## src/cpu_regs_defs.vh

```
`ifndef CPU_REGS_DEFS_VH
`define CPU_REGS_DEFS_VH
// Register bus offsets
`define OFS_ACCUM      4'h0
`define OFS_INDEX_X    4'h1
`define OFS_INDEX_Y    4'h2
`define OFS_STACK_PTR  4'h3
`define OFS_PC_LOW     4'h4
`define OFS_PC_HIGH    4'h5
`define OFS_FLAGS      4'h6
`define OFS_CPU_MODE   4'h7
// Flag bit positions
`define FLG_CARRY      0
`define FLG_ZERO       1
`define FLG_IRQ_MASK   2
`define FLG_DECIMAL    3
`define FLG_BREAK      4
`define FLG_XMODE      5
`define FLG_OVERFLOW   6
`define FLG_NEGATIVE   7
`define MODE_STACK_PAGE 2
// Reset vector and pages
`define VEC_LOW_ADDR   16'hFFFE
`define VEC_HIGH_ADDR  16'hFFFF
`define ZERO_PAGE      8'h00
`define SPECIAL_PAGE   8'hFF
`define MODE_RESET     8'h00
// Operation codes
`define OP_NOP         5'h00
`define OP_LOAD        5'h01
`define OP_ADD         5'h02
`define OP_SUB         5'h03
`define OP_SHL         5'h04
`define OP_ROL         5'h05
`define OP_SHR         5'h06
`define OP_ROR         5'h07
`define OP_BIT_TEST    5'h08
`define OP_SET_C       5'h09
`define OP_CLR_C       5'h0A
`define OP_SET_I       5'h0B
`define OP_CLR_I       5'h0C
`define OP_SET_D       5'h0D
`define OP_CLR_D       5'h0E
`define OP_SET_T       5'h0F
`define OP_CLR_T       5'h10
`define OP_CLR_V       5'h11
`define OP_PUSH_A      5'h12
`define OP_PULL_A      5'h13
`define OP_PUSH_P      5'h14
`define OP_PULL_P      5'h15
`define OP_CALL        5'h16
`define OP_BREAK       5'h17
`define OP_PC_LOAD     5'h18
`define OP_PC_INC      5'h19
// Address forms
`define FORM_ABS       2'h0
`define FORM_ZERO      2'h1
`define FORM_SPECIAL   2'h2
`define IDX_NONE       2'h0
`define IDX_X          2'h1
`define IDX_Y          2'h2
`endif

```

## src/cpu_register_file_flags.v

```verilog
// What this block does
// - Reset forces the interrupt mask flag to one.
// - After reset, PC low comes from FFFE, high from FFFF, then fetch.
// - Accumulator, index, stack pointer, decimal and index-mode flags are not reset.
// - Indexed effective address is operand plus selected index register.
// - Index mode zero writes accumulator; one writes memory addressed by X.
// - Stack pointer holds the low address of the next push.
// - Stack page select bit picks page zero or page one.
// - Call pushes PC; interrupt and break push PC and flags; nothing else automatic.
// - Separate push and pull operations for accumulator and flags.
// - Carry takes ALU carry or borrow, shifts, rotates, set and clear.
// - Zero flag reflects a zero arithmetic or transfer result.
// - Mask refuses maskable interrupts, set on entry, set and clear ops.
// - Decimal flag makes add and subtract work on two BCD digits.
// - Stacked break bit is one for software break, zero for interrupts; flag push stores bit four as held.
// - Bit five is the index-mode flag with set and clear ops.
// - Overflow flags signed range exit, bit test loads it, clear op.
// - Negative copies result bit seven; bit test loads memory bit seven.
// - One 64K address space for every memory and register.
// - Two-byte forms reach the zero page and the special page.
// - Program counter is 16 bits of separately addressable bytes.
//
// Strobed register access and the address map were decided locally.
`include "cpu_regs_defs.vh"
`default_nettype none
module cpu_register_file_flags (
  input  wire        clk,        // CPU clock
  input  wire        srst,       // Synchronous reset, active high
  input  wire [3:0]  reg_addr,   // Register bus address
  input  wire [7:0]  reg_wdata,  // Register bus write data
  input  wire        reg_wr,     // Register bus write strobe
  input  wire        reg_rd,     // Register bus read strobe
  output reg  [7:0]  reg_rdata,  // Read data, cycle after strobe
  input  wire        op_valid,   // Operation request
  input  wire [4:0]  op_code,    // Operation code
  input  wire [1:0]  op_sel,     // Load target: A, X, Y, S
  input  wire [7:0]  op_data,    // Operand byte
  input  wire [7:0]  op_mem1,    // Memory byte at X for index mode
  input  wire [15:0] op_addr,    // Operand address or PC value
  input  wire [1:0]  op_form,    // Address form
  input  wire [1:0]  op_index,   // Index select
  output wire        op_ready,   // Operation accepted when high
  input  wire        irq_req,    // Maskable interrupt request level
  output reg         irq_ack,    // Interrupt accepted pulse
  output reg  [15:0] ea_addr,    // Effective address, one cycle late
  output reg  [15:0] mem_addr,   // Memory address
  output reg         mem_rd,     // Memory read strobe
  output reg         mem_wr,     // Memory write strobe
  output reg  [7:0]  mem_wdata,  // Memory write data
  input  wire [7:0]  mem_rdata,  // Read data, cycle after strobe
  output reg         fetch,      // Instruction fetch at PC pulse
  output reg  [7:0]  accumulator, // Accumulator
  output reg  [7:0]  processor_flags, // Status flags
  output reg  [15:0] pc          // Program counter
);
  localparam [3:0] ST_VEC_LO = 4'h0;
  localparam [3:0] ST_VEC_HI = 4'h1;
  localparam [3:0] ST_GET_LO = 4'h2;
  localparam [3:0] ST_GET_HI = 4'h3;
  localparam [3:0] ST_IDLE   = 4'h4;
  localparam [3:0] ST_PSH_H  = 4'h5;
  localparam [3:0] ST_PSH_L  = 4'h6;
  localparam [3:0] ST_PSH_P  = 4'h7;
  localparam [3:0] ST_PULL_W = 4'h8;
  localparam [3:0] ST_PULL_D = 4'h9;

  reg [3:0] state;
  reg [7:0] index_x;
  reg [7:0] index_y;
  reg [7:0] stack_pointer;
  reg [7:0] cpu_mode;
  reg       push_flags_too;
  reg       break_mark;
  reg       pull_to_flags;
  reg [9:0] alu;
  reg [7:0] shift_res;
  reg       shift_c;

  // Address of the stack slot for a pointer value
  function [15:0] stack_addr;
    input [7:0] sp;
    input       page;
    begin
      stack_addr = {7'h00, page, sp};
    end
  endfunction

  // {carry, overflow, result}
  function [9:0] add_sub;
    input [7:0] a;
    input [7:0] b;
    input       ci;
    input       sub;
    input       dec;
    reg   [7:0] bb;
    reg   [8:0] sum;
    reg   [4:0] lo;
    reg   [4:0] hi;
    reg         v;
    begin
      bb  = sub ? ~b : b;
      sum = {1'b0, a} + {1'b0, bb} + {8'h00, ci};
      v   = (a[7] == bb[7]) && (sum[7] != a[7]);
      lo  = 5'h00;
      hi  = 5'h00;
      if (!dec)
        add_sub = {sum[8], v, sum[7:0]};
      else if (!sub)
      begin
        lo = {1'b0, a[3:0]} + {1'b0, b[3:0]} + {4'h0, ci};
        if (lo > 5'h09)
          lo = lo + 5'h06;
        hi = {1'b0, a[7:4]} + {1'b0, b[7:4]} + {4'h0, lo[4]};
        if (hi > 5'h09)
          hi = hi + 5'h06;
        add_sub = {hi[4], v, hi[3:0], lo[3:0]};
      end
      else
      begin
        lo = {1'b0, a[3:0]} - {1'b0, b[3:0]} - {4'h0, ~ci};
        if (lo[4])
          lo = lo - 5'h06;
        hi = {1'b0, a[7:4]} - {1'b0, b[7:4]} - {4'h0, lo[4]};
        if (hi[4])
          hi = hi - 5'h06;
        add_sub = {~hi[4], v, hi[3:0], lo[3:0]};
      end
    end
  endfunction

  // Negative and zero from a result byte
  function [1:0] neg_zero;
    input [7:0] r;
    begin
      neg_zero = {r[7], r == 8'h00};
    end
  endfunction

  wire irq_take = irq_req && !processor_flags[`FLG_IRQ_MASK];
  assign op_ready = (state == ST_IDLE) && !irq_take;
  wire op_go = op_valid && op_ready;
  wire [7:0] left_opd = processor_flags[`FLG_XMODE] ? op_mem1 : accumulator;
  wire [15:0] pushed_sp = stack_addr(stack_pointer, cpu_mode[`MODE_STACK_PAGE]);
  wire [7:0] sp_up = stack_pointer + 8'h01;
  wire [1:0] nz_data = neg_zero(op_data);
  wire [1:0] nz_alu = neg_zero(alu[7:0]);
  wire [1:0] nz_shift = neg_zero(shift_res);

  always @*
  begin
    alu = add_sub(left_opd, op_data, processor_flags[`FLG_CARRY],
                  op_code == `OP_SUB, processor_flags[`FLG_DECIMAL]);
    shift_c = 1'b0;
    shift_res = accumulator;
    case (op_code)
      `OP_SHL:
      begin
        shift_c = accumulator[7];
        shift_res = {accumulator[6:0], 1'b0};
      end
      `OP_ROL:
      begin
        shift_c = accumulator[7];
        shift_res = {accumulator[6:0], processor_flags[`FLG_CARRY]};
      end
      `OP_SHR:
      begin
        shift_c = accumulator[0];
        shift_res = {1'b0, accumulator[7:1]};
      end
      `OP_ROR:
      begin
        shift_c = accumulator[0];
        shift_res = {processor_flags[`FLG_CARRY], accumulator[7:1]};
      end
      default:
      begin
        shift_c = 1'b0;
        shift_res = accumulator;
      end
    endcase
  end

  // Effective address over the single 64K space
  always @(posedge clk)
  begin
    if (srst)
      ea_addr <= 16'h0000;
    else
    begin
      case (op_form)
        `FORM_ZERO:
          ea_addr <= {`ZERO_PAGE, op_addr[7:0] + (op_index == `IDX_X ? index_x :
                     (op_index == `IDX_Y ? index_y : 8'h00))};
        `FORM_SPECIAL:
          ea_addr <= {`SPECIAL_PAGE, op_addr[7:0]};
        default:
          ea_addr <= op_addr + {8'h00, (op_index == `IDX_X ? index_x :
                     (op_index == `IDX_Y ? index_y : 8'h00))};
      endcase
    end
  end

  // Register bus read
  always @(posedge clk)
  begin
    if (srst)
      reg_rdata <= 8'h00;
    else if (reg_rd)
    begin
      case (reg_addr)
        `OFS_ACCUM:     reg_rdata <= accumulator;
        `OFS_INDEX_X:   reg_rdata <= index_x;
        `OFS_INDEX_Y:   reg_rdata <= index_y;
        `OFS_STACK_PTR: reg_rdata <= stack_pointer;
        `OFS_PC_LOW:    reg_rdata <= pc[7:0];
        `OFS_PC_HIGH:   reg_rdata <= pc[15:8];
        `OFS_FLAGS:     reg_rdata <= processor_flags;
        `OFS_CPU_MODE:  reg_rdata <= cpu_mode;
        default:        reg_rdata <= 8'h00;
      endcase
    end
    else
      reg_rdata <= 8'h00;
  end

  // Data registers without reset
  always @(posedge clk)
  begin
    if (reg_wr && reg_addr == `OFS_ACCUM)
      accumulator <= reg_wdata;
    else if (state == ST_IDLE && op_go)
    begin
      if (op_code == `OP_LOAD && op_sel == 2'h0)
        accumulator <= op_data;
      else if ((op_code == `OP_ADD || op_code == `OP_SUB) && !processor_flags[`FLG_XMODE])
        accumulator <= alu[7:0];
      else if (op_code >= `OP_SHL && op_code <= `OP_ROR)
        accumulator <= shift_res;
    end
    else if (state == ST_PULL_D && !pull_to_flags)
      accumulator <= mem_rdata;
    if (reg_wr && reg_addr == `OFS_INDEX_X)
      index_x <= reg_wdata;
    else if (state == ST_IDLE && op_go && op_code == `OP_LOAD && op_sel == 2'h1)
      index_x <= op_data;
    if (reg_wr && reg_addr == `OFS_INDEX_Y)
      index_y <= reg_wdata;
    else if (state == ST_IDLE && op_go && op_code == `OP_LOAD && op_sel == 2'h2)
      index_y <= op_data;
  end

  // Sequencer, stack, program counter and flags
  always @(posedge clk)
  begin
    if (srst)
    begin
      state <= ST_VEC_LO;
      processor_flags[`FLG_IRQ_MASK] <= 1'b1;
      pc <= 16'h0000;
      cpu_mode <= `MODE_RESET;
      mem_addr <= 16'h0000;
      mem_rd <= 1'b0;
      mem_wr <= 1'b0;
      mem_wdata <= 8'h00;
      fetch <= 1'b0;
      irq_ack <= 1'b0;
      push_flags_too <= 1'b0;
      break_mark <= 1'b0;
      pull_to_flags <= 1'b0;
    end
    else
    begin
      mem_rd <= 1'b0;
      mem_wr <= 1'b0;
      fetch <= 1'b0;
      irq_ack <= 1'b0;
      if (reg_wr && reg_addr == `OFS_CPU_MODE)
        cpu_mode <= reg_wdata;
      if (reg_wr && reg_addr == `OFS_STACK_PTR)
        stack_pointer <= reg_wdata;
      if (reg_wr && reg_addr == `OFS_FLAGS)
        processor_flags <= reg_wdata;
      if (reg_wr && reg_addr == `OFS_PC_LOW)
        pc[7:0] <= reg_wdata;
      if (reg_wr && reg_addr == `OFS_PC_HIGH)
        pc[15:8] <= reg_wdata;
      case (state)
        ST_VEC_LO:
        begin
          mem_addr <= `VEC_LOW_ADDR;
          mem_rd <= 1'b1;
          state <= ST_VEC_HI;
        end
        ST_VEC_HI:
        begin
          mem_addr <= `VEC_HIGH_ADDR;
          mem_rd <= 1'b1;
          state <= ST_GET_LO;
        end
        ST_GET_LO:
        begin
          pc[7:0] <= mem_rdata;
          state <= ST_GET_HI;
        end
        ST_GET_HI:
        begin
          pc[15:8] <= mem_rdata;
          mem_addr <= {mem_rdata, pc[7:0]};
          mem_rd <= 1'b1;
          fetch <= 1'b1;
          state <= ST_IDLE;
        end
        ST_IDLE:
        begin
          if (irq_take)
          begin
            irq_ack <= 1'b1;
            push_flags_too <= 1'b1;
            break_mark <= 1'b0;
            state <= ST_PSH_H;
          end
          else if (op_go)
          begin
            case (op_code)
              `OP_LOAD:
                if (op_sel == 2'h3)
                  stack_pointer <= op_data;
                else
                  processor_flags[`FLG_NEGATIVE:`FLG_ZERO] <=
                    {nz_data[1], processor_flags[6:2], nz_data[0]};
              `OP_ADD, `OP_SUB:
              begin
                processor_flags[`FLG_CARRY] <= alu[9];
                processor_flags[`FLG_OVERFLOW] <= alu[8];
                processor_flags[`FLG_NEGATIVE] <= nz_alu[1];
                processor_flags[`FLG_ZERO] <= nz_alu[0];
                if (processor_flags[`FLG_XMODE])
                begin
                  mem_addr <= {`ZERO_PAGE, index_x};
                  mem_wdata <= alu[7:0];
                  mem_wr <= 1'b1;
                end
              end
              `OP_SHL, `OP_ROL, `OP_SHR, `OP_ROR:
              begin
                processor_flags[`FLG_CARRY] <= shift_c;
                processor_flags[`FLG_NEGATIVE] <= nz_shift[1];
                processor_flags[`FLG_ZERO] <= nz_shift[0];
              end
              `OP_BIT_TEST:
              begin
                processor_flags[`FLG_NEGATIVE] <= op_data[7];
                processor_flags[`FLG_OVERFLOW] <= op_data[6];
                processor_flags[`FLG_ZERO] <= (accumulator & op_data) == 8'h00;
              end
              `OP_SET_C: processor_flags[`FLG_CARRY] <= 1'b1;
              `OP_CLR_C: processor_flags[`FLG_CARRY] <= 1'b0;
              `OP_SET_I: processor_flags[`FLG_IRQ_MASK] <= 1'b1;
              `OP_CLR_I: processor_flags[`FLG_IRQ_MASK] <= 1'b0;
              `OP_SET_D: processor_flags[`FLG_DECIMAL] <= 1'b1;
              `OP_CLR_D: processor_flags[`FLG_DECIMAL] <= 1'b0;
              `OP_SET_T: processor_flags[`FLG_XMODE] <= 1'b1;
              `OP_CLR_T: processor_flags[`FLG_XMODE] <= 1'b0;
              `OP_CLR_V: processor_flags[`FLG_OVERFLOW] <= 1'b0;
              `OP_PUSH_A, `OP_PUSH_P:
              begin
                mem_addr <= pushed_sp;
                mem_wdata <= (op_code == `OP_PUSH_A) ? accumulator : processor_flags;
                mem_wr <= 1'b1;
                stack_pointer <= stack_pointer - 8'h01;
              end
              `OP_PULL_A, `OP_PULL_P:
              begin
                mem_addr <= stack_addr(sp_up, cpu_mode[`MODE_STACK_PAGE]);
                mem_rd <= 1'b1;
                stack_pointer <= sp_up;
                pull_to_flags <= (op_code == `OP_PULL_P);
                state <= ST_PULL_W;
              end
              `OP_CALL, `OP_BREAK:
              begin
                push_flags_too <= (op_code == `OP_BREAK);
                break_mark <= (op_code == `OP_BREAK);
                state <= ST_PSH_H;
              end
              `OP_PC_LOAD: pc <= op_addr;
              `OP_PC_INC:
              begin
                pc <= pc + 16'h0001;
                mem_addr <= pc + 16'h0001;
                mem_rd <= 1'b1;
                fetch <= 1'b1;
              end
              default: state <= ST_IDLE;
            endcase
          end
        end
        ST_PSH_H, ST_PSH_L:
        begin
          mem_addr <= pushed_sp;
          mem_wdata <= (state == ST_PSH_H) ? pc[15:8] : pc[7:0];
          mem_wr <= 1'b1;
          stack_pointer <= stack_pointer - 8'h01;
          if (state == ST_PSH_H)
            state <= ST_PSH_L;
          else if (push_flags_too)
            state <= ST_PSH_P;
          else
            state <= ST_IDLE;
        end
        ST_PSH_P:
        begin
          mem_addr <= pushed_sp;
          mem_wdata <= {processor_flags[7:5], break_mark, processor_flags[3:0]};
          mem_wr <= 1'b1;
          stack_pointer <= stack_pointer - 8'h01;
          processor_flags[`FLG_IRQ_MASK] <= 1'b1;
          state <= ST_IDLE;
        end
        ST_PULL_W:
          state <= ST_PULL_D;
        ST_PULL_D:
        begin
          if (pull_to_flags)
            processor_flags <= mem_rdata;
          state <= ST_IDLE;
        end
        default:
          state <= ST_IDLE;
      endcase
    end
  end
endmodule
`default_nettype wire

```

## config.mk

```make
export PLATFORM = sky130hd
export DESIGN_NAME = cpu_register_file_flags
export DESIGN_NICKNAME = d
export VERILOG_FILES = /design/src/cpu_register_file_flags.v
export VERILOG_INCLUDE_DIRS = /design/src
export SDC_FILE = /design/constraint.sdc
export NUM_CORES = 1
export LEC_CHECK = 0
export BUFFER_PORTS_ARGS = -buffer_cell sky130_fd_sc_hd__buf_2
export CAP_MARGIN = 20
export CORE_ASPECT_RATIO = 2
export CORE_MARGIN = 2
export CORE_UTILIZATION = 25
export CTS_CLUSTER_SIZE = 8
export DETAILED_ROUTE_END_ITERATION = 10
export SYNTH_ARGS = -nofsm -noshare
export SYNTH_HDL_FRONTEND = slang
export SYNTH_SLANG_ARGS = --single-unit
```

## constraint.sdc

```tcl
create_clock -name clk -period 5.5 [get_ports clk]
set_input_delay 1.375 -clock clk [delete_from_list [all_inputs] [get_ports clk]]
set_output_delay 1.375 -clock clk [all_outputs]
set_load 0.01 [all_outputs]
```

### Word-level counts from Yosys, hierarchy flattened

Cells that the tools add are included.

| storage, ports and cells | value |
|---|---|
| register bits after elaboration | 123 |
| input bits | 69 |
| output and inout port bits | 85 |
| word-level logic and storage cells | 266 |

| operators by class | value |
|---|---|
| $add $sub $neg | 19 |
| $lt $le $gt $ge | 4 |
| equality and inequality tests | 59 |
| multiplexer cells | 95 |
| bitwise operators | 8 |
| reduce and logical (&&, ||, !) cells | 60 |

Operators by type and width:

| operator | count |
|---|---|
| two-way mux 8 bit | 29 |
| two-way mux 16 bit | 5 |
| case mux 16 bit (5 select lines) | 1 |
| case mux 16 bit (2 select lines) | 2 |
| case mux 16 bit (4 select lines) | 1 |
| case mux 8 bit (2 select lines) | 4 |
| case mux 8 bit (8 select lines) | 1 |
| equality test 5 bit, second input constant | 10 |
| two-way mux 5 bit | 10 |
| case mux 8 bit (3 select lines) | 2 |
| equality test 5 x 4 -> 1 bit, second input constant | 8 |
| equality test 4 x 3 -> 1 bit, second input constant | 8 |
| logical NOT 8 bit | 4 |
| case mux 8 bit (4 select lines) | 1 |
| case mux 4 bit (6 select lines) | 1 |
| OR reduction 21 bit | 1 |
| equality test 5 x 3 -> 1 bit, second input constant | 4 |
| logical AND 1 bit | 20 |
| two-way mux 10 bit | 2 |
| OR reduction 2 bit | 9 |
| adder 16 x 1 -> 16 bit, second input constant | 1 |
| adder 16 x 8 -> 16 bit | 1 |
| equality test 4 x 2 -> 1 bit, second input constant | 4 |
| case mux 1 bit (4 select lines) | 4 |
| other kinds (53) | 112 |

### Longest topological paths before layout

| depth | value |
|---|---|
| depth after elaboration | 20 |
| gate-level depth with buffers | 21 |
| mapped depth without buffers | 20 |

### Least setup slack after synthesis

No wires, ideal clock.

| timing | value |
|---|---|
| path kind | input -> register |
| start | input port op_mem1[0] |
| end | register processor_flags[1] (data pin) |
| arrival | 5267 ps |
| required time | 5244 ps |
| setup slack | -23 ps |
| stages | 19 |
| buffers on the path | 0 |
| path through | mux2i_1 -> fa_1 -> inv_1 -> fa_1 -> xor2_1 -> ha_1 -> nor2_1 -> mux2i_1 -> fa_1 -> fa_1 -> xnor2_1 -> ha_1 -> nand2_1 -> o21ai_0 -> o21ai_1 -> xor2_1 -> a221oi_1 -> nor3b_1 -> a41o_1 |

| between the ends | value |
|---|---|
| cells in the longest elaborated chain, start to end | 19 |
| elaborated cells between the ends (all ways) | 32 |
| classes of those cells | add/sub (12); order compare (2); mux (17); reduce/logical (1) |

RTL lines:

| item | RTL line | source |
|---|---|---|
| start, declared | cpu_register_file_flags.v:38 | `input wire [7:0] op_mem1,` |
| two-way mux 8 bit (*) | cpu_register_file_flags.v:142 | `` wire [7:0] left_opd = processor_flags[`FLG_XMODE] ? op_mem1 : accumulator; `` |
| subtractor 4 x 4 -> 5 bit | cpu_register_file_flags.v:120 | `lo = {1'b0, a[3:0]} - {1'b0, b[3:0]} - {4'h0, ~ci};` |
| subtractor 5 x 1 -> 5 bit | cpu_register_file_flags.v:120 |  |
| subtractor 5 x 3 -> 5 bit | cpu_register_file_flags.v:122 | `lo = lo - 5'h06;` |
| two-way mux 5 bit | cpu_register_file_flags.v:121 | `if (lo[4])` |
| two-way mux 5 bit | cpu_register_file_flags.v:108 | `else if (!sub)` |
| two-way mux 5 bit | cpu_register_file_flags.v:106 | `if (!dec)` |
| subtractor 5 x 1 -> 5 bit | cpu_register_file_flags.v:123 | `hi = {1'b0, a[7:4]} - {1'b0, b[7:4]} - {4'h0, lo[4]};` |
| [... 3 more ...] | n/a |  |
| two-way mux 5 bit | cpu_register_file_flags.v:106 |  |
| two-way mux 10 bit | cpu_register_file_flags.v:108 |  |
| two-way mux 10 bit (*) | cpu_register_file_flags.v:106 |  |
| logical NOT 8 bit (*) | cpu_register_file_flags.v:135 | `neg_zero = {r[7], r == 8'h00};` |
| case mux 1 bit (4 select lines) (*) | cpu_register_file_flags.v:325 | `case (op_code)` |
| two-way mux 8 bit (*) | cpu_register_file_flags.v:323 | `else if (op_go)` |
| two-way mux 8 bit (*) | cpu_register_file_flags.v:316 | `if (irq_take)` |
| case mux 2 bit (2 select lines) (*) | cpu_register_file_flags.v:288 | `case (state)` |
| end signal, assigned by index | cpu_register_file_flags.v:330 | `` processor_flags[`FLG_NEGATIVE:`FLG_ZERO] <= `` |
| end signal, assigned by index | cpu_register_file_flags.v:334 | `` processor_flags[`FLG_CARRY] <= alu[9]; `` |
| end signal, assigned by index | cpu_register_file_flags.v:335 | `` processor_flags[`FLG_OVERFLOW] <= alu[8]; `` |
| end, declared | cpu_register_file_flags.v:53 | `output reg [7:0] processor_flags,` |

Every way passes the cells marked *; elsewhere a longest branch is shown, timed or not. The select of a mux whose other input is x is not followed.
A chain may end at the register's enable or synchronous reset.

### Final worst setup path

Same ends and word-level chain as after synthesis.

==> run metrics <==
number of iterations in the first detailed-routing pass 6; biggest area contributors in the synthesized netlist dfxtp_1, edfxtp_1, mux2i_1; Peak Freq 0.189 GHz; fin crit period 5.30 ns; critical path capture point type flip-flop; post-layout utilization of the core 0.307; growth of design area from synthesis to finish 21.3%; fraction of registers with async set/reset 0; total clock sinks 123; post-synth design cell area 10,600 µm²; fraction of synthesized cell area taken by the top area cell type 0.159; first element of the critical path op_mem1[0]; starting density of the core 0.253; cell row count 106; ANT nets after route 0; run status complete, no violations; Synth Flop Type dfxtp_1; number of DRC violations after detailed-routing iteration 0 1,087; Seq/Total Area, Yosys 0.270; routability congestion estimate from global placement 0.998; Die Ht 295 µm; total congestion overflow after global routing 0; final-report max-slew violation count 0; number of fill cells in the layout 4,476; Final period util 0.963; total routed wirelength 54,200 µm; endpoint arrival time on the critical path 5.50 ns; largest area contributor in the synthesized netlist dfxtp_1; gate count after technology mapping 1,294; remaining design rule violation count 0; worst vdd rail ir drop 0.206 mV; library cells used by synthesis 76; Data required, critical path 5.70 ns; final hold viol count 0; PwrDens 270 nW/µm²; Post-Syn Nets 1,412; Via-to-Cell Ratio 5.73; vias in the first global route 11,500; quantity of I/O buffers inserted on ports 153; global-route wire length before repair 77,700 µm; overall die width 149 µm; Critical Path Max Stage Delay 0.44 ns; number of max-capacitance violations reported 0; clock buffers created by TritonCTS 17; RSZ-0062 raised after global routing no; net count of the finished layout 1,564; Final setup violation count 0; worst setup path class input port to flip-flop; most common library cell in the layout ignoring fill and taps buf_2; total core area 41,800 µm²; maximum count of clock buffers along a single path 2; buffer and inverter count on the worst path 3; fraction of layout instances using a drive strength above 1 0.227; DIE AREA 44,000 µm²; pin count of the biggest net entering global routing 52; total leakage power 5.07 nW; clock-pin slew on the worst setup and hold paths 0.07 ns; tightest hold margin 0.461 ns; worst reg2reg path startpoint processor_flags[5]; CTS Root Buffer Type clkbuf_16; Total Routing Usage GR 0.244; Hold Path Class flip-flop to flip-flop; synthesized area per cell 8.17 µm²; Post-synth EDFFs 39; flops & latches, synth 123; number of antenna violations at the first check in global routing 4; Worst path slowest cell fa_1; detailed-route wire length per cell 27.1 µm; sort of element at the start of the critical path input port; ports placed on the boundary 154; most numerous cell on the critical path fa_1; Hold Crit Start mem_wdata[4]; list of cells traversed by the critical path buf_2 -> mux2i_2 -> fa_1 -> inv_1 -> fa_1 -> xor2_1 -> ha_1 -> nor2_1 -> mux2i_1 -> fa_2 -> fa_1 -> xnor2_2 -> ha_1 -> nand2_1 -> o21ai_0 -> o21ai_1 -> buf_4 -> mux2i_1 -> a21oi_1 -> nor3b_1 -> a41o_1; Warnings, synthesis 0; category of cells accounting for the largest share of critical-path delay adder cells; slew margin rel. 0.220; maximum net fanout on the critical path 3; clock skew after layout 0.0124 ns; clock insertion delay at the later pin of the skew report 0.45 ns; transition time at the pin with the least slew margin 1.16 ns; vias after detailed routing 11,500; H-Tree Level Count 4; commonest cells after routing, fill and taps aside buf_2, nor2_1, a21oi_1; TritonCTS clock tree done; half-perimeter wire length after placement 41,800 µm
## final timing paths
kind / to / slack [ns] / cells past startpoint
worst max-delay path: processor_flags[1] / 0.20 / 21
worst min-delay path: mem_wdata[4] / 0.46 / 2
worst max register to register: processor_flags[1] / 0.43 / 20
worst min register to register: mem_wdata[4] / 0.46 / 2
## metrics by stage
stage               setup WS (ns)  power (mW)  cells  cell area [µm²]  setup TNS [ns]
floorplan                  0.0416        1.74   1294            10600               0
global placement           -0.234        2.22   1966            12200           -1.25
detailed placement         -0.364        2.24   1966            12200           -2.31
CTS                         0.111        3.44   1998            12800               0
global route              0.00305        3.59   2000            12800               0
finish                      0.204        3.47   2000            12800               0
## registers in the layout (all words and copies together) (netlist names), 4 cells and up
register         count
ea_addr             16
mem_addr            16
pc                  16
accumulator          8
cpu_mode             8
index_x              8
index_y              8
mem_wdata            8
processor_flags      8
reg_rdata            8
stack_pointer        8
state                4
## cell usage after synthesis, types with 6 or more instances
library cell / number
nor2_1: 138
a21oi_1: 103
nand2_1: 98
o21ai_0: 91
dfxtp_1: 84
clkbuf_1: 64
mux2i_1: 63
inv_1: 51
edfxtp_1: 39
ha_1: 38
xnor2_1: 38
mux2_2: 37
nor3_1: 32
xor2_1: 30
nand3_1: 27
nor2b_1: 24
a22oi_1: 23
a221oi_1: 19
a31oi_1: 19
a211oi_1: 17
nand2b_1: 17
o22ai_1: 17
mux4_2: 16
buf_2: 15
a22o_1: 14
nand4_1: 13
or3_1: 13
o221ai_1: 12
buf_1: 11
fa_1: 11
a21o_1: 9
and3_1: 9
o211ai_1: 7
o21ai_1: 7
o31ai_1: 6
## layer usage
metal  global-route usage  share of wire  vias to the layer above
met3               0.0567          0.079                      281
met4                0.210           0.10                        4
met2                0.437           0.50                      675
li1                     -              -                     5079
met5                    0        0.00026                        -
met1                0.229           0.31                     5413
## worst min-delay path, delay by kind of cell (launching register included)
family / cells / cell delay [ns]
simple gates: 1 / 0.05
compound gates: 1 / 0.05
flops: 1 / 0.31
## repair_timing
| action | 4_1_cts | 5_1_grt |
|---|---|---|
| resized for setup | 0 | 4 |
| buffers inserted | 0 | 1 |
| setup endpoints to repair | 0 | 8 |
| endpoints found under the hold margin | 0 | 0 |
| hold buffers | 0 | 0 |
## where the power goes
group / total, mW / internal [mW] / switching [mW]
sequential: 1.10 / 0.999 / 0.101
clock: 1.21 / 0.725 / 0.483
combinational: 1.16 / 0.472 / 0.685
## layout make-up
class / instances / area (µm²) / area share
tap: 540 / 676 / 0.0527
timing repair buffer: 225 / 1310 / 0.102
clock inverter: 11 / 130 / 0.0101
antenna: 1 / 2.50 / 0.000195
sequential: 123 / 2850 / 0.222
inverter: 52 / 195 / 0.0152
multi-input combinational: 1027 / 7180 / 0.560
clock buffer: 21 / 483 / 0.0377
## kinds of logic after synthesis
logic type,Yosys count,synth area share
xor gates and xnor gates,68,0.0563
and+or+nand+nor,404,0.184
adders and majority gates,49,0.0658
DFF,123,0.270
muxes,116,0.133
buffers and inverters,144,0.0534
AOI/OAI and AO/OA,390,0.237
Power figures use the tool's default switching activity.
